File: src/design/tpts_pkg.sv
// constants shared by the transmit pulse template sequencer
package tpts_pkg;
   localparam logic [7:0] WAVEFORM_ENTRY_INDEX_ADDR = 8'h16;
   localparam logic [7:0] WAVEFORM_ENTRY_VALUE_ADDR = 8'h17;
   localparam logic [7:0] SHAPER_CONFIG_ADDR = 8'h18;
   localparam logic [7:0] SHAPER_STATUS_ADDR = 8'h19;
   localparam int TEMPLATE_ENABLE_BIT = 0;
   localparam int ENTRY_COUNT = 8;
   localparam int CODE_WIDTH = 4;
   localparam int BODY_ENTRIES = 4;
   localparam logic [2:0] INDEX_RESET = 3'h0;
   localparam logic [3:0] CODE_RESET = 4'h0;
   localparam logic [3:0] CODE_ZERO = 4'h0;
   localparam logic TEMPLATE_ENABLE_RESET = 1'b0;
   typedef enum logic [2:0] {
      SEQ_IDLE = 3'b001,
      SEQ_WAIT = 3'b010,
      SEQ_RUN = 3'b100
   } tpts_seq_e;
endpackage

File: src/design/tpts_sequencer.sv
// transmit pulse template sequencer top
`timescale 1ns/1ps
// Notes on behaviour
// - the template holds eight 4-bit codes, each picking one of 16 output levels.
// - entries are reached only indirectly, index at 16h and data at 17h.
// - each entry drives the level for one of eight step periods in one line clock cycle.
// - entry 0 goes out on the first falling step clock edge after the line clock goes low.
// - entries 0 to 3 shape the body of the pulse and 4 to 7 the tail.
// - a positive mark puts the body on the positive output and the tail on the negative, a negative mark swaps them.
// - the output not carrying body or tail is held at ground.
// - code 0000 is zero level and 1111 full swing, rising in between.
// - once the enable bit is set again pulses use the new entries.
// - writing an index then reading the data register returns that entry's code.
module tpts_sequencer
   import tpts_pkg::*;
(
   input wire logic CLOCK,
   input wire logic RESET,
   input wire logic [7:0] ADDR,
   input wire logic [7:0] WDATA,
   input wire logic WR,
   input wire logic RD,
   output logic [7:0] RDATA,
   input wire logic TRANSMIT_LINE_CLOCK,
   input wire logic STEP_CLOCK,
   input wire logic MARK_POS,
   input wire logic MARK_NEG,
   output logic [3:0] POS_LINE_OUTPUT,
   output logic [3:0] NEG_LINE_OUTPUT,
   output logic POS_GROUND,
   output logic NEG_GROUND
);
   localparam int IW = $clog2(ENTRY_COUNT);

   logic [IW-1:0] index_reg;
   logic [IW-1:0] index_next;
   logic enable_reg;
   logic enable_next;
   logic [7:0] rdata_reg;
   logic [7:0] rdata_next;
   logic table_wr;
   logic [CODE_WIDTH-1:0] host_code;
   logic [CODE_WIDTH-1:0] seq_code;

   tpts_seq_e state_reg;
   tpts_seq_e state_next;
   logic [IW-1:0] step_reg;
   logic [IW-1:0] step_next;
   logic pol_neg_reg;
   logic pol_neg_next;
   logic active_reg;
   logic active_next;
   logic [3:0] pos_reg;
   logic [3:0] pos_next;
   logic [3:0] neg_reg;
   logic [3:0] neg_next;
   logic posg_reg;
   logic posg_next;
   logic negg_reg;
   logic negg_next;
   logic line_fall;
   logic step_fall;
   logic [IW-1:0] seq_idx;
   logic step_launch;
   logic step_last;
   logic seq_done;
   logic in_tail;
   logic drive_pos;
   logic hit_index;
   logic hit_value;
   logic hit_config;
   logic hit_status;

   tpts_table #(
      .DEPTH(ENTRY_COUNT),
      .WIDTH(CODE_WIDTH)
   ) u_table (
      .clk(CLOCK),
      .rst(RESET),
      .wr_en(table_wr),
      .wr_idx(index_reg),
      .wr_data(WDATA[CODE_WIDTH-1:0]),
      .rd_idx_a(index_reg),
      .rd_data_a(host_code),
      .rd_idx_b(seq_idx),
      .rd_data_b(seq_code)
   );

   tpts_edge u_line_edge (
      .clk(CLOCK),
      .rst(RESET),
      .level_in(TRANSMIT_LINE_CLOCK),
      .fall(line_fall),
      .rise()
   );

   tpts_edge u_step_edge (
      .clk(CLOCK),
      .rst(RESET),
      .level_in(STEP_CLOCK),
      .fall(step_fall),
      .rise()
   );

   // address decode, shared by the write and read paths
   assign hit_index = (ADDR == WAVEFORM_ENTRY_INDEX_ADDR);
   assign hit_value = (ADDR == WAVEFORM_ENTRY_VALUE_ADDR);
   assign hit_config = (ADDR == SHAPER_CONFIG_ADDR);
   assign hit_status = (ADDR == SHAPER_STATUS_ADDR);

   // index register: only the low bits pick an entry, higher bits are dropped
   always_comb begin
      index_next = index_reg;
      if (WR && hit_index) begin
         index_next = WDATA[IW-1:0];
      end
   end

   always_ff @(posedge CLOCK or posedge RESET) begin
      if (RESET) begin
         index_reg <= INDEX_RESET;
      end else begin
         index_reg <= index_next;
      end
   end

   // table writes are taken any time, keeping enable low while loading is up to software
   assign table_wr = WR && hit_value;

   always_comb begin
      enable_next = enable_reg;
      if (WR && hit_config) begin
         enable_next = WDATA[TEMPLATE_ENABLE_BIT];
      end
   end

   always_ff @(posedge CLOCK or posedge RESET) begin
      if (RESET) begin
         enable_reg <= TEMPLATE_ENABLE_RESET;
      end else begin
         enable_reg <= enable_next;
      end
   end

   // read data stand for one cycle only and are zero otherwise
   always_comb begin
      rdata_next = 8'h00;
      if (RD) begin
         if (hit_index) begin
            rdata_next = {{(8 - IW){1'b0}}, index_reg};
         end else if (hit_value) begin
            rdata_next = {{(8 - CODE_WIDTH){1'b0}}, host_code};
         end else if (hit_config) begin
            rdata_next = {7'h00, enable_reg};
         end else if (hit_status) begin
            rdata_next = {1'b0, pol_neg_reg, active_reg, state_reg == SEQ_RUN, 1'b0, step_reg};
         end else begin
            rdata_next = 8'h00;
         end
      end
   end

   always_ff @(posedge CLOCK or posedge RESET) begin
      if (RESET) begin
         rdata_reg <= 8'h00;
      end else begin
         rdata_reg <= rdata_next;
      end
   end

   // sequencer: marks are sampled as the line clock falls, then eight step-clock falls play the template
   always_comb begin
      state_next = state_reg;
      step_next = step_reg;
      pol_neg_next = pol_neg_reg;
      active_next = active_reg;
      case (state_reg)
         SEQ_IDLE: begin
            // line falls while a sequence runs are not seen, one sequence per line cycle
            if (line_fall) begin
               // without enable no codes are used, the line just idles at zero
               active_next = enable_reg & (MARK_POS | MARK_NEG);
               // both marks high counts as positive
               pol_neg_next = MARK_NEG & ~MARK_POS;
               step_next = '0;
               state_next = SEQ_WAIT;
            end
         end
         SEQ_WAIT: begin
            if (step_fall) begin
               state_next = SEQ_RUN;
            end
         end
         SEQ_RUN: begin
            if (step_fall) begin
               step_next = IW'(step_reg + 1'b1);
            end
            if (seq_done) begin
               state_next = SEQ_IDLE;
            end
         end
         default: begin
            state_next = SEQ_IDLE;
         end
      endcase
   end

   always_ff @(posedge CLOCK or posedge RESET) begin
      if (RESET) begin
         state_reg <= SEQ_IDLE;
         step_reg <= '0;
         pol_neg_reg <= 1'b0;
         active_reg <= 1'b0;
      end else begin
         state_reg <= state_next;
         step_reg <= step_next;
         pol_neg_reg <= pol_neg_next;
         active_reg <= active_next;
      end
   end

   // step_reg names the entry on the line, so the table is read one entry ahead of it
   always_comb begin
      seq_idx = IW'(step_reg + 1'b1);
      if (state_reg == SEQ_WAIT) begin
         seq_idx = '0;
      end
   end

   assign step_last = (step_reg == IW'(ENTRY_COUNT - 1));
   assign seq_done = step_fall && (state_reg == SEQ_RUN) && step_last;
   assign step_launch = step_fall && ((state_reg == SEQ_WAIT) || (state_reg == SEQ_RUN && !step_last));
   assign in_tail = (seq_idx >= IW'(BODY_ENTRIES));
   // body on the marked side, tail on the other one
   assign drive_pos = (in_tail == pol_neg_reg);

   // line outputs: the side that carries no code is always grounded
   always_comb begin
      pos_next = pos_reg;
      neg_next = neg_reg;
      posg_next = posg_reg;
      negg_next = negg_reg;
      if (seq_done || (step_launch && !active_reg)) begin
         // zero code and both amplifiers grounded between pulses
         pos_next = CODE_ZERO;
         neg_next = CODE_ZERO;
         posg_next = 1'b1;
         negg_next = 1'b1;
      end else if (step_launch && drive_pos) begin
         pos_next = seq_code;
         neg_next = CODE_ZERO;
         posg_next = 1'b0;
         negg_next = 1'b1;
      end else if (step_launch) begin
         pos_next = CODE_ZERO;
         neg_next = seq_code;
         posg_next = 1'b1;
         negg_next = 1'b0;
      end
   end

   always_ff @(posedge CLOCK or posedge RESET) begin
      if (RESET) begin
         pos_reg <= CODE_ZERO;
         neg_reg <= CODE_ZERO;
         posg_reg <= 1'b1;
         negg_reg <= 1'b1;
      end else begin
         pos_reg <= pos_next;
         neg_reg <= neg_next;
         posg_reg <= posg_next;
         negg_reg <= negg_next;
      end
   end

   assign RDATA = rdata_reg;
   assign POS_LINE_OUTPUT = pos_reg;
   assign NEG_LINE_OUTPUT = neg_reg;
   assign POS_GROUND = posg_reg;
   assign NEG_GROUND = negg_reg;
endmodule

File: src/design/tpts_edge.sv
// edge detector for a synchronous strobe
`timescale 1ns/1ps
module tpts_edge (
   input wire logic clk,
   input wire logic rst,
   input wire logic level_in,
   output logic fall,
   output logic rise
);
   logic last_reg;
   logic last_next;
   always_comb begin
      last_next = level_in;
   end
   always_ff @(posedge clk or posedge rst) begin
      if (rst) begin
         last_reg <= 1'b0;
      end else begin
         last_reg <= last_next;
      end
   end
   assign fall = last_reg & ~level_in;
   assign rise = ~last_reg & level_in;
endmodule

File: src/design/tpts_table.sv
// eight-entry level code table with one write and two read ports
`timescale 1ns/1ps
module tpts_table
   import tpts_pkg::*;
#(
   parameter int DEPTH = ENTRY_COUNT,
   parameter int WIDTH = CODE_WIDTH
) (
   input wire logic clk,
   input wire logic rst,
   input wire logic wr_en,
   input wire logic [$clog2(DEPTH)-1:0] wr_idx,
   input wire logic [WIDTH-1:0] wr_data,
   input wire logic [$clog2(DEPTH)-1:0] rd_idx_a,
   output logic [WIDTH-1:0] rd_data_a,
   input wire logic [$clog2(DEPTH)-1:0] rd_idx_b,
   output logic [WIDTH-1:0] rd_data_b
);
   logic [WIDTH-1:0] mem_reg [DEPTH];
   logic [WIDTH-1:0] mem_next [DEPTH];
   always_comb begin
      for (int i = 0; i < DEPTH; i++) begin
         mem_next[i] = mem_reg[i];
      end
      if (wr_en) begin
         mem_next[wr_idx] = wr_data;
      end
   end
   always_ff @(posedge clk or posedge rst) begin
      if (rst) begin
         for (int i = 0; i < DEPTH; i++) begin
            mem_reg[i] <= '0;
         end
      end else begin
         for (int i = 0; i < DEPTH; i++) begin
            mem_reg[i] <= mem_next[i];
         end
      end
   end
   assign rd_data_a = mem_reg[rd_idx_a];
   assign rd_data_b = mem_reg[rd_idx_b];
endmodule

File: config.mk
export PLATFORM = sky130hd
export DESIGN_NAME = tpts_sequencer
export DESIGN_NICKNAME = d
export VERILOG_FILES = /design/src/design/tpts_pkg.sv /design/src/design/tpts_sequencer.sv /design/src/design/tpts_edge.sv /design/src/design/tpts_table.sv
export SDC_FILE = /design/constraint.sdc
export NUM_CORES = 1
export LEC_CHECK = 0
export ABC_AREA = 1
export BUFFER_PORTS_ARGS = -buffer_cell sky130_fd_sc_hd__buf_2
export CAP_MARGIN = 30
export CORE_ASPECT_RATIO = 0.7
export CORE_UTILIZATION = 52
export CTS_CLUSTER_DIAMETER = 100
export CTS_CLUSTER_SIZE = 20
export DETAILED_ROUTE_END_ITERATION = 12
export PLACE_DENSITY_LB_ADDON = 0.3
export SLEW_MARGIN = 20
export SYNTH_ARGS = -nofsm -noshare
export SYNTH_HDL_FRONTEND = slang
export SYNTH_SLANG_ARGS = --single-unit
File: constraint.sdc
create_clock -name CLOCK -period 2.2 [get_ports CLOCK]
set_input_delay 0.66 -clock CLOCK [delete_from_list [all_inputs] [get_ports CLOCK]]
set_output_delay 0.66 -clock CLOCK [all_outputs]
set_load 0.05 [all_outputs]
# Word-level counts from Yosys, hierarchy flattened
# Index checks and enable logic that the tools add are counted.
[word_totals] reg_bits=64 in_bits=24 out_inout_bits=18 wordCells=102
[op_classes] add_sub_neg=1 n_lt_le_gt_ge=4 eq_ne=13 mux=34 bitwise_logic=10 reduce_logical=19
[op_table] op="$mux 4" count=11
[op_table] op="$mux 7" count=5
[op_table] op="$bwmux 32" count=1
[op_table] op="$eq 8x5->1 const B" count=4
[op_table] op="$bmux 4 s3" count=2
[op_table] op="$mux 3" count=6
[op_table] op="$demux 4 s3" count=1
[op_table] op="$logic_and 1x1->1" count=10
[op_table] op="$pmux 3 s3" count=1
[op_table] op="$ge 4x4->1 const B" count=2
[op_table] op="$ne 2x2->1 const B" count=4
[op_table] op="$not 3->4" count=2
[op_table] op="$eq 3x3->1 const B" count=2
[op_table] op="$mux 1" count=6
[op_table] op="$pmux 3 s2" count=1
[op_table] op="$reduce_and 3->1" count=2
[op_table] op="$and 1x1->1" count=4
[op_table] op="$lt 4x1->1 const B" count=1
[op_table] op="$add 3x1->3 const B" count=1
[op_table] op="$eq 3x1->1 const B" count=1
[op_table] op="$eq 3x2->1 const B" count=1
[op_table] op="$ge 3x3->1 const B" count=1
[op_table] op="$not 1->1" count=3
[op_table] op="$reduce_bool 3->1" count=1
[op_table] op="other kinds (6)" count=8

# Depth between registers and ports, before layout
# Gate-level depths: netlist of the first run.
[logic_depth] ltp_word=9 depth_mapped=11 mapped_depth_nobuf=11

# Cells and area by module
# From an unflattened synthesis of the first run, not the netlist that was laid out.
[unflattened] cells_unflattened=507 area_unflattened_um2=3562.2
[by_module_without_submodules] module="tpts_table" instances=1 cells_per_inst=300 area_each_um2=1944.4 seq_area_each_um2=800.8
[by_module_without_submodules] module="tpts_sequencer" instances=1 cells_per_inst=195 area_each_um2=1530.2 seq_area_each_um2=729.4
[by_module_without_submodules] module="tpts_edge" instances=2 cells_per_inst=6 area_each_um2=43.8 seq_area_each_um2=25.0

# Worst setup path before layout of the first run
# OpenSTA, ideal clock, no wires.
[synth_path] path_type="in2reg" startpoint="input ADDR[6]" endpoint="register u_table.mem_reg[6] in the netlist's numbering" t_arrival_ns=1.538 required_ns=2.077 slack_ns=0.539 path_stages=9 path_buffers=0 path_cell_list="inv_1 nand2_1 nor2_4 and2_4 nand2_4 nor2_8 nand2_4 nand2_1 o21ai_2"
[synth_via] elab_chain_len=2
[synth_lines] element="start: declaration" line="tpts_sequencer.sv:19" rtl="input wire logic [7:0] ADDR,"
[synth_lines] element="$eq 8x5->1" line="tpts_sequencer.sv:107" rtl="assign hit_value = (ADDR == WAVEFORM_ENTRY_VALUE_ADDR);"
[synth_lines] element="$logic_and 1x1->1" line="tpts_sequencer.sv:128" rtl="assign table_wr = WR && hit_value;"
[synth_lines] element="end signal: indexed assignment" line="tpts_table.sv:36" rtl="mem_reg[i] <= mem_next[i];"
[synth_lines] element="end: declaration" line="tpts_table.sv:19" rtl="logic [WIDTH-1:0] mem_reg [DEPTH];"
# Every way passes these cells.
# A chain may end at the register's enable or synchronous reset.

# Worst setup path after layout of the first run
[layout_path] startpoint="register state_reg[0]" endpoint="register neg_reg[2] (netlist: NEG_LINE_OUTPUT[2])"
[layout_via] elab_chain_len=9
[layout_lines] element="start: declaration" line="tpts_sequencer.sv:45" rtl="tpts_seq_e state_reg;"
[layout_lines] element="start signal: assignment" line="tpts_sequencer.sv:215" rtl="state_reg <= state_next;"
[layout_lines] element="$eq 3x2->1" line="tpts_sequencer.sv:225, tpts_sequencer.sv:232"
[layout_lines] element="$mux 3" line="tpts_sequencer.sv:225" rtl="if (state_reg == SEQ_WAIT) begin"
[layout_lines] element="$not 3->4 (implied by the code)" line="tpts_table.sv:41" rtl="assign rd_data_b = mem_reg[rd_idx_b];"
[layout_lines] element="$bmux 4 s3" line="tpts_table.sv:41"
[layout_lines] element="$mux 4 (implied by the code) (2 in a row)" line="tpts_table.sv:41"
[layout_lines] element="$mux 4" line="tpts_sequencer.sv:254" rtl="end else if (step_launch) begin"
[layout_lines] element="$mux 4" line="tpts_sequencer.sv:249" rtl="end else if (step_launch && drive_pos) begin"
[layout_lines] element="$mux 4" line="tpts_sequencer.sv:243" rtl="if (seq_done || (step_launch && !active_reg)) begin"
[layout_lines] element="end signal: assignment" line="tpts_sequencer.sv:270" rtl="neg_reg <= neg_next;"
[layout_lines] element="end: declaration" line="tpts_sequencer.sv:55" rtl="logic [3:0] neg_reg;"
# Several ways; a longest one is shown, not always the timed one. The select of a mux whose other input is x is not followed.

==> results of run 1 <==
worst max-delay path: stages (launching register included):
cell     delay [ps]
dfstp_2         550
inv_2            50
nand3_2         250
nand2_2         290
nor2_1          170
nand2_1          80
nand3_1          80
nand2_1          80
nand2_1          60
nand2_1          50
metal layers:
metal | global-route usage (%) | up-vias | wire, um
met5 | 0 | - | 0
met4 | 6.06 | 0 | 103
met3 | 7.81 | 16 | 605
met2 | 38.0 | 105 | 3390
met1 | 36.3 | 1369 | 3700
li1 | - | 1494 | -
final timing paths:
| check | endpoint | slack (ps) | start |
|---|---|---|---|
| max | NEG_LINE_OUTPUT[2] | 410 | state_reg[0] |
| min | RDATA[5] | 330 | RESET |
| max reg2reg | NEG_LINE_OUTPUT[2] | 410 | state_reg[0] |
| min reg2reg | POS_LINE_OUTPUT[0] | 470 | POS_LINE_OUTPUT[0] |
| max in group asynchronous | u_table.mem_reg[11] | 1310 | RESET |
| min in group CLOCK | u_line_edge.last_reg | 430 | TRANSMIT_LINE_CLOCK |
kinds of logic after synthesis:
kind of cell             count (synthesis)  synth area share, %
AND/OR/NAND/NOR                        257                 35.1
AO/OA/AOI/OAI                           61                 9.75
other                                    1                0.112
adder cells (fa/ha/maj)                  2                0.747
flip-flops                              63                 47.2
buffers and inverters                   57                 7.10
placed cells by master, fill, tap and decap left out, drive strengths merged, types with 2 or more instances in the layout:
cell	count
nor3	2
dfstp	3
clkinvlp	2
nor2	52
clkinv	2
o211ai	3
inv	47
ha	2
bufinv	2
nand2	152
o22ai	2
buf	41
clkbuf	11
a21oi	2
dfrtp	60
nand4	2
nand3	44
nand3b	2
o21ai	52
metrics by stage:
stage          util, %  hold WS, ps
2_1_floorplan        -          459
3_3_place_gp      58.3          460
3_5_place_dp      58.3          460
4_1_cts           61.9          344
5_1_grt           61.9          353
6_report          61.9          332
where the power goes:
group,switching (W),internal (W),total (W)
registers,0.0000595,0.00127,0.00132
clock network,0.000458,0.000669,0.00113
logic,0.000477,0.000163,0.000640
layout make-up:
class,instances,area [um^2]
repair buffers,41,230
inverters,48,184
fillers,578,2370
clock inverters,5,81.3
multi-input cells,321,1530
flip-flops and latches,63,1580
clock buffers,11,141
well taps,78,97.6
==> impl_metrics.py, run 1 <==
metrics = {
    "drt": {
        "drt_iter0_markers": 290,
        "drc_errors": 6,
        "dr.pass1.iters": 9,
        "wl_mm": 7.80,
        "vias": 2984,
        "vias_per_cell": 5.26,
        "final_antenna_net_count": 0,
        "routedWlPerCell_um": 13.7,
    },
    "place": {
        "place_area_mm2": 0.00362,
        "dp.cells": 551,
        "io_buffer_count": 36,
        "dp_hpwl_mm": 5.68,
        "place_ws_ps": 260,
        "gp_congestion": 0.898,
    },
    "pwr": {
        "power.density_mw_per_mm2": 804,
        "peakVddDrop_mv": 0.383,
        "power.total_w": 0.00309,
        "p_leak_nw": 2.05,
    },
    "global_routing": {
        "grt_max_degree": 30,
        "grt_pass1_wl_mm": 13.2,
        "grt-ovfl-total": 0,
        "first_global_vias": 2697,
        "grt_use_total_pct": 25.5,
        "antenna_found_initial": 0,
    },
    "logic_synthesis": {
        "synth_seq_area_share_pct": 47.2,
        "synth.ff_latch_count": 63,
        "synth.most_common_cell": "nand2_1",
        "synth_top_area_share_pct": 44.8,
        "ys_warn_count": 0,
        "yosys.cell_types.count": 31,
        "syn_avg_cell_area_um2": 7.59,
        "synth-edff-count": 0,
        "syn_inst": 441,
        "syn_area_mm2": 0.00335,
        "synth_top_area_cell": "dfrtp_1",
        "synth_ff_type": "dfrtp_1",
        "synth_area_leaders": "dfrtp_1 (45%), nand2_1 (15%), nand3_1 (6.4%), nor2_1 (5.0%), inv_1 (4.8%)",
        "yosys-top-cells-count": "nand2_1 (138), dfrtp_1 (60), nor2_1 (45)",
        "async_flop_share_pct": 100,
        "syn_nets": 467,
    },
    "cells_and_area": {
        "finalNetCount": 510,
        "largest_reg_flops": 32,
        "drive_gt1_share_pct": 18.4,
        "syn_to_final_growth_pct": 14.8,
        "n_antenna_cell": 0,
        "post-route-cell-area_mm2": 0.00384,
        "stdcell_count": 567,
    },
    "timing": {
        "slew_viol_final": 0,
        "final.setup.worst_slack_ps": 413,
        "finalSetupViolations": 0,
        "tns_ps": 0,
        "finalCritPeriodShare_pct": 81.2,
        "hold_violations": 0,
        "max_freq_mhz": 560,
        "period_needed_ps": 1790,
        "skew_ps": 8.25,
        "rsz0062_at_grt": "no",
    },
    "setup_path": {
        "cp-start-kind": "flip-flop",
        "worstPathArrival_ps": 2020,
        "crit_type": "reg -> reg",
        "reg2regPathDepth": 9,
        "crit_required_ps": 2430,
        "crit_path_end_kind": "flip-flop",
        "path_max_fanout": 16,
    },
    "worst_hold_path": {
        "hold_class": "in -> async",
    },
    "clock_network": {
        "clk_pin_slew_worst_paths_ps": 70,
        "clk_latency_ps": 340,
        "cts.sinks": 63,
        "cts_hold_buf": 0,
        "clock_path_buffers": 2,
        "post-cts-setup-buffer-count": 0,
        "cts_buffers": 9,
        "htree_levels": 3,
        "post_cts_resized": 0,
        "cts_tree": "yes",
        "clockRootBuffer": "clkbuf_8",
    },
    "outcome": {
        "violations": "DRC",
        "status": "finished, violations left",
    },
    "floorplanning": {
        "num_rows": 24,
        "die_w_um": 97.9,
        "die_h_um": 69.1,
        "start_util_pct": 53.9,
        "coreArea_mm2": 0.00622,
        "ioPinCount": 42,
        "dieArea_mm2": 0.00677,
    },
    "job": {
        "max_cap_violations": 0,
    },
}
Note: power is estimated with default switching activity, not from simulation.
==> inputs of run 2 (changes only) <==
--- a/config.mk
+++ b/config.mk
@@ -9,7 +9,7 @@
 export BUFFER_PORTS_ARGS = -buffer_cell sky130_fd_sc_hd__buf_2
 export CAP_MARGIN = 30
 export CORE_ASPECT_RATIO = 0.7
-export CORE_UTILIZATION = 52
+export CORE_UTILIZATION = 58
 export CTS_CLUSTER_DIAMETER = 100
 export CTS_CLUSTER_SIZE = 20
 export DETAILED_ROUTE_END_ITERATION = 12
==> constraint.sdc (replaced) <==
create_clock -name CLOCK -period 1.7 [get_ports CLOCK]
set_input_delay 0.51 -clock CLOCK [delete_from_list [all_inputs] [get_ports CLOCK]]
set_output_delay 0.51 -clock CLOCK [all_outputs]
set_load 0.05 [all_outputs]
==> run 2 against run 1 <==
Net effect: the flow now finishes without violations; critical path depth shrank 8; via count is 3.6% higher; routed wire length grew 4.9%; first-iteration DRC count down 5.2%; critical endpoint is now POS_GROUND; global-route usage up 3.9 points; clock power is 24% higher; setup slack got worse by 350 ps.
==> impl_metrics.py, run 2 (same netlist as run 1, synthesis figures left out) <==
metrics = {
    "outcome": {
        "status": "finished, final reports clean",
    },
    "setup_path": {
        "crit_family": "flip-flops",
        "critPathBufInv": 1,
        "cp-start-kind": "flip-flop",
        "cpMaxStageDelayCell": "dfstp_2",
        "path_cells": "buf_2",
        "crit_path_end_kind": "primary output",
        "path_max_fanout": 2,
        "crit_required_ps": 1190,
        "worstPathArrival_ps": 1120,
        "crit_type": "reg -> out",
        "critPathMaxStageDelay_ps": 530,
    },
    "drt": {
        "final_antenna_net_count": 0,
        "vias_per_cell": 5.44,
        "drc_errors": 0,
        "vias": 3091,
        "drt_iter0_markers": 275,
        "wl_mm": 8.18,
        "routedWlPerCell_um": 14.4,
        "dr.pass1.iters": 5,
    },
    "floorplanning": {
        "start_util_pct": 62.1,
        "coreArea_mm2": 0.00540,
        "die_h_um": 65.6,
        "ioPinCount": 42,
        "die_w_um": 92.8,
        "num_rows": 22,
        "dieArea_mm2": 0.00609,
    },
    "pwr": {
        "comb_power_share_pct": 21.8,
        "power.density_mw_per_mm2": 1020,
        "p_leak_nw": 2.07,
        "swShare_pct": 32.6,
        "peakVddDrop_mv": 0.664,
        "sequentialPowerShare_pct": 43.1,
        "power.switching_w": 0.00130,
        "power_frac_clock_pct": 35.2,
        "p_int_w": 0.00269,
        "power.total_w": 0.00399,
    },
    "place": {
        "dp_hpwl_mm": 5.79,
        "place_ws_ps": -43.6,
        "gp_congestion": 0.893,
        "io_buffer_count": 36,
    },
    "timing": {
        "skew_ps": 5.98,
        "finalCritPeriodShare_pct": 96.0,
        "finalSetupViolations": 0,
        "hold_violations": 0,
        "max_freq_mhz": 612,
        "rsz0062_at_grt": "no",
        "period_needed_ps": 1630,
        "final.setup.worst_slack_ps": 67.3,
        "slew_viol_final": 0,
    },
    "cells_and_area": {
        "fillCellCount": 435,
        "syn_to_final_growth_pct": 17.0,
        "finalNetCount": 517,
        "drive_gt1_share_pct": 20.4,
        "post-route-util_pct": 72.6,
        "layout_common_cells": "nand2_1 (136), dfrtp_1 (60), nor2_1 (45), nand3_1 (43), inv_1 (41)",
        "n_antenna_cell": 0,
        "largest_reg_flops": 32,
        "final_common_cell": "nand2_1",
    },
    "global_routing": {
        "first_global_vias": 2809,
        "grt-ovfl-total": 0,
        "grt_use_total_pct": 29.4,
        "grt_max_degree": 64,
        "antenna_found_initial": 0,
        "grt_pass1_wl_mm": 13.3,
    },
    "clock_network": {
        "cts.sinks": 63,
        "clock_path_buffers": 2,
        "cts_tree": "yes",
        "clockRootBuffer": "clkbuf_8",
        "cts_buffers": 9,
        "htree_levels": 3,
        "clk_latency_ps": 350,
        "clk_pin_slew_worst_paths_ps": 70,
    },
    "job": {
        "max_cap_violations": 0,
    },
    "worst_hold_path": {
        "hold_class": "in -> async",
    },
}
## run 2: worst paths after layout
path	start	endpoint	slack, ps	cells after the start
max	POS_GROUND	POS_GROUND	70	1
min	RESET	RDATA[2]	240	3
max reg2reg	step_reg[0]	POS_LINE_OUTPUT[3]	90	10
min reg2reg	NEG_LINE_OUTPUT[3]	NEG_LINE_OUTPUT[3]	480	2
max in group asynchronous	RESET	NEG_GROUND	1140	3
min in group CLOCK	STEP_CLOCK	u_step_edge.last_reg	290	1
## run 2: power by group through the flow
stage | Combinational, W | Clock [W] | Sequential (W)
2_1_floorplan | 0.000407 | 0 | 0.00196
3_3_place_gp | 0.000818 | 0 | 0.00174
3_5_place_dp | 0.000836 | 0 | 0.00174
4_1_cts | 0.000849 | 0.00143 | 0.00171
5_1_grt | 0.000942 | 0.00149 | 0.00173
6_report | 0.000869 | 0.00140 | 0.00172
## run 2: per-layer routing
layer  GRT usage (%)  share of wire (%)  vias up
met2            47.2                 46      130
met5               0                  0        -
met1            38.2                 44     1435
met4            10.8                1.5        0
met3            8.45                9.2       14
li1                -                  -     1512
## run 2: worst reg2reg max path, stage by stage (launching register included)
cell	delay, ps
dfrtp_1	400
ha_2	220
ha_4	160
inv_1	50
nand4_1	90
nand2_1	140
nand2_1	70
nand2_1	160
nor2_2	100
nand2_1	80
nand2_1	40
## run 2: area by class of cell
class / count / area, um^2 / area share (%)
clock buffer: 11 / 131 / 3.35
clock inverter: 5 / 82.6 / 2.11
inverter: 48 / 184 / 4.69
multi-input combinational: 321 / 1570 / 40.0
sequential: 63 / 1580 / 40.3
tap: 72 / 90.1 / 2.30
timing repair buffer: 48 / 283 / 7.22
## run 2: metrics by stage
| step | hold WS, ps | TNS, ps | area [um^2] | std cells |
|---|---|---|---|---|
| final | 238 | 0 | 3920 | 568 |
| after CTS | 254 | 0 | 3890 | 567 |
| after global routing | 265 | 0 | 3920 | 568 |
| after global placement | 460 | 0 | 3660 | 551 |
| after floorplan | 459 | 0 | 3350 | 441 |
| after detailed placement | 461 | -309 | 3660 | 551 |
## run 2: repair_timing
| item | 4_1_cts | 5_1_grt |
|---|---|---|
| hold buffers | 0 | 0 |
| buffers inserted | 0 | 1 |
| setup endpoints to repair | 2 | 9 |
| pin swaps | 1 | 1 |
| gates resized for setup | 3 | 5 |
==> inputs of run 3 (changes only) <==
--- a/config.mk
+++ b/config.mk
@@ -13,7 +13,9 @@
 export CTS_CLUSTER_DIAMETER = 100
 export CTS_CLUSTER_SIZE = 20
 export DETAILED_ROUTE_END_ITERATION = 12
+export HOLD_SLACK_MARGIN = 0.03
 export PLACE_DENSITY_LB_ADDON = 0.3
+export REMOVE_ABC_BUFFERS = 1
 export SLEW_MARGIN = 20
 export SYNTH_ARGS = -nofsm -noshare
 export SYNTH_HDL_FRONTEND = slang
==> run 3 against run 2 <==
Net effect: sequential cell count unchanged; register-to-register slack about the same; routed wire length shrank 1.6%; sequential share of layout area up 0.43 points; utilization down 0.77 points; total power decreased by 3.0%; cell count down 0.18%; fmax down 0.70%; clock skew about the same; critical endpoint unchanged; highest routed layer unchanged.
==> impl_metrics.py, run 3 (same netlist as run 1, synthesis figures left out) <==
metrics = {
    "cells_and_area": {
        "fillCellCount": 430,
        "multi_input_area_mm2": 0.00156,
        "finalNetCount": 516,
        "n_antenna_cell": 0,
        "layout_common_cells": "nand2_1 (136), dfrtp_1 (60), nor2_1 (45), nand3_1 (43), inv_1 (41)",
        "drive_gt1_share_pct": 20.0,
        "syn_to_final_growth_pct": 15.8,
        "largest_reg_flops": 32,
        "stdcell_count": 567,
        "final_common_cell": "nand2_1",
        "seq_area_mm2": 0.00158,
    },
    "drt": {
        "routedWlPerCell_um": 14.2,
        "dr.pass1.iters": 5,
        "vias": 3112,
        "vias_per_cell": 5.49,
        "drt_iter0_markers": 272,
        "drc_errors": 0,
        "final_antenna_net_count": 0,
        "wl_mm": 8.05,
    },
    "pwr": {
        "p_int_w": 0.00258,
        "swShare_pct": 33.5,
        "sequentialPowerShare_pct": 44.3,
        "p_leak_nw": 2.06,
        "comb_power_share_pct": 22.3,
        "power.switching_w": 0.00130,
        "power.total_w": 0.00387,
        "power_frac_clock_pct": 33.4,
        "power.density_mw_per_mm2": 999,
        "peakVddDrop_mv": 0.639,
    },
    "clock_network": {
        "clk_latency_ps": 350,
        "post-cts-setup-buffer-count": 0,
        "cts.sinks": 63,
        "clk_pin_slew_worst_paths_ps": 70,
        "clockRootBuffer": "clkbuf_8",
        "cts_tree": "yes",
        "htree_levels": 3,
        "cts_hold_buf": 0,
        "cts_buffers": 9,
        "clock_path_buffers": 2,
    },
    "global_routing": {
        "use_met3_pct": 7.87,
        "antenna_found_initial": 0,
        "grt_use_met2_pct": 45.3,
        "grt_use_total_pct": 29.5,
        "busiest_layer": "met2",
        "grt-ovfl-total": 0,
        "grt_pass1_wl_mm": 13.3,
        "met1_usage_pct": 40.1,
        "grt_max_degree": 64,
        "first_global_vias": 2826,
    },
    "setup_path": {
        "path_max_fanout": 2,
        "path_cells": "buf_2",
        "crit_type": "reg -> out",
        "cpMaxStageDelayCell": "dfstp_2",
        "critPathBufInv": 1,
        "startpoint": "POS_GROUND",
        "critPathMaxStageDelay_ps": 530,
        "worstPathArrival_ps": 1130,
        "worstReg2RegStart": "step_reg[0]",
        "crit_required_ps": 1190,
        "crit_family": "flip-flops",
        "cp-start-kind": "flip-flop",
        "crit_path_end_kind": "primary output",
    },
    "timing": {
        "max_freq_mhz": 608,
        "tns_ps": 0,
        "slew_viol_final": 0,
        "rsz0062_at_grt": "yes",
        "period_needed_ps": 1640,
        "finalSetupViolations": 0,
        "hold-worst-slack_ps": 207,
        "final.setup.worst_slack_ps": 55.8,
        "skew_ps": 6.47,
        "finalCritPeriodShare_pct": 96.7,
        "hold_violations": 0,
    },
    "outcome": {
        "status": "finished, final reports clean",
    },
    "place": {
        "gp_congestion": 0.891,
        "dp_hpwl_mm": 5.70,
        "place_ws_ps": -2.47,
        "io_buffer_count": 36,
        "dp.cells": 551,
    },
    "floorplanning": {
        "die_h_um": 65.6,
        "num_rows": 22,
        "ioPinCount": 42,
        "dieArea_mm2": 0.00609,
        "coreArea_mm2": 0.00540,
        "die_w_um": 92.8,
        "start_util_pct": 62.1,
    },
    "worst_hold_path": {
        "hold_class": "in -> async",
    },
    "job": {
        "max_cap_violations": 0,
    },
}
==> run 3: changes by cell type in the layout (fill, tap and decap cells not counted), sizes merged <==
cell    before  now
clkbuf      11   13
clkinv       3    1
buf         48   47
bufinv       2    1
inv         47   48
==> run 3: repair_timing <==
item	CTS	global route
endpoints found under the setup margin	0	10
gates resized for setup	0	7
endpoints found under the hold margin	0	0
==> run 3: worst paths after layout <==
kind / end / slack [ps] / depth (start not counted)
min in group CLOCK: u_step_edge.last_reg / 280 / 1
worst min-delay path: NEG_LINE_OUTPUT[1] / 210 / 3
worst max register to register: NEG_LINE_OUTPUT[1] / 90 / 10
worst max-delay path: POS_GROUND / 60 / 1
worst min register to register: POS_LINE_OUTPUT[1] / 470 / 2
max in group asynchronous: state_reg[0] / 1180 / 3
==> run 3: area by class of cell <==
cell class,instances,area share [%]
Sequential cell,63,40.8
Multi-Input combinational cell,321,40.2
Timing Repair Buffer,47,7.10
Inverter,48,4.65
Clock buffer,13,3.84
Tap cell,72,2.32
Clock inverter,3,1.10
==> run 3: metal layers <==
metal	up-vias	wire, um
met5	-	0
met2	130	3600
li1	1501	-
met3	26	637
met4	0	170
met1	1455	3640
==> run 3: per-stage QoR <==
step           util (%)  instance area, um^2
2_1_floorplan         -                 3290
3_3_place_gp       67.8                 3660
3_5_place_dp       67.8                 3660
4_1_cts            71.3                 3850
5_1_grt            71.9                 3880
6_report           71.9                 3880
==> run 3: power by group through the flow <==
| stage | sequential (W) | combinational (W) | clock (W) |
|---|---|---|---|
| final | 0.00172 | 0.000864 | 0.00129 |
| after global routing | 0.00173 | 0.000937 | 0.00136 |
| after CTS | 0.00171 | 0.000850 | 0.00131 |
| after detailed placement | 0.00174 | 0.000840 | 0 |
| after global placement | 0.00173 | 0.000817 | 0 |
| after floorplan | 0.00197 | 0.000372 | 0 |
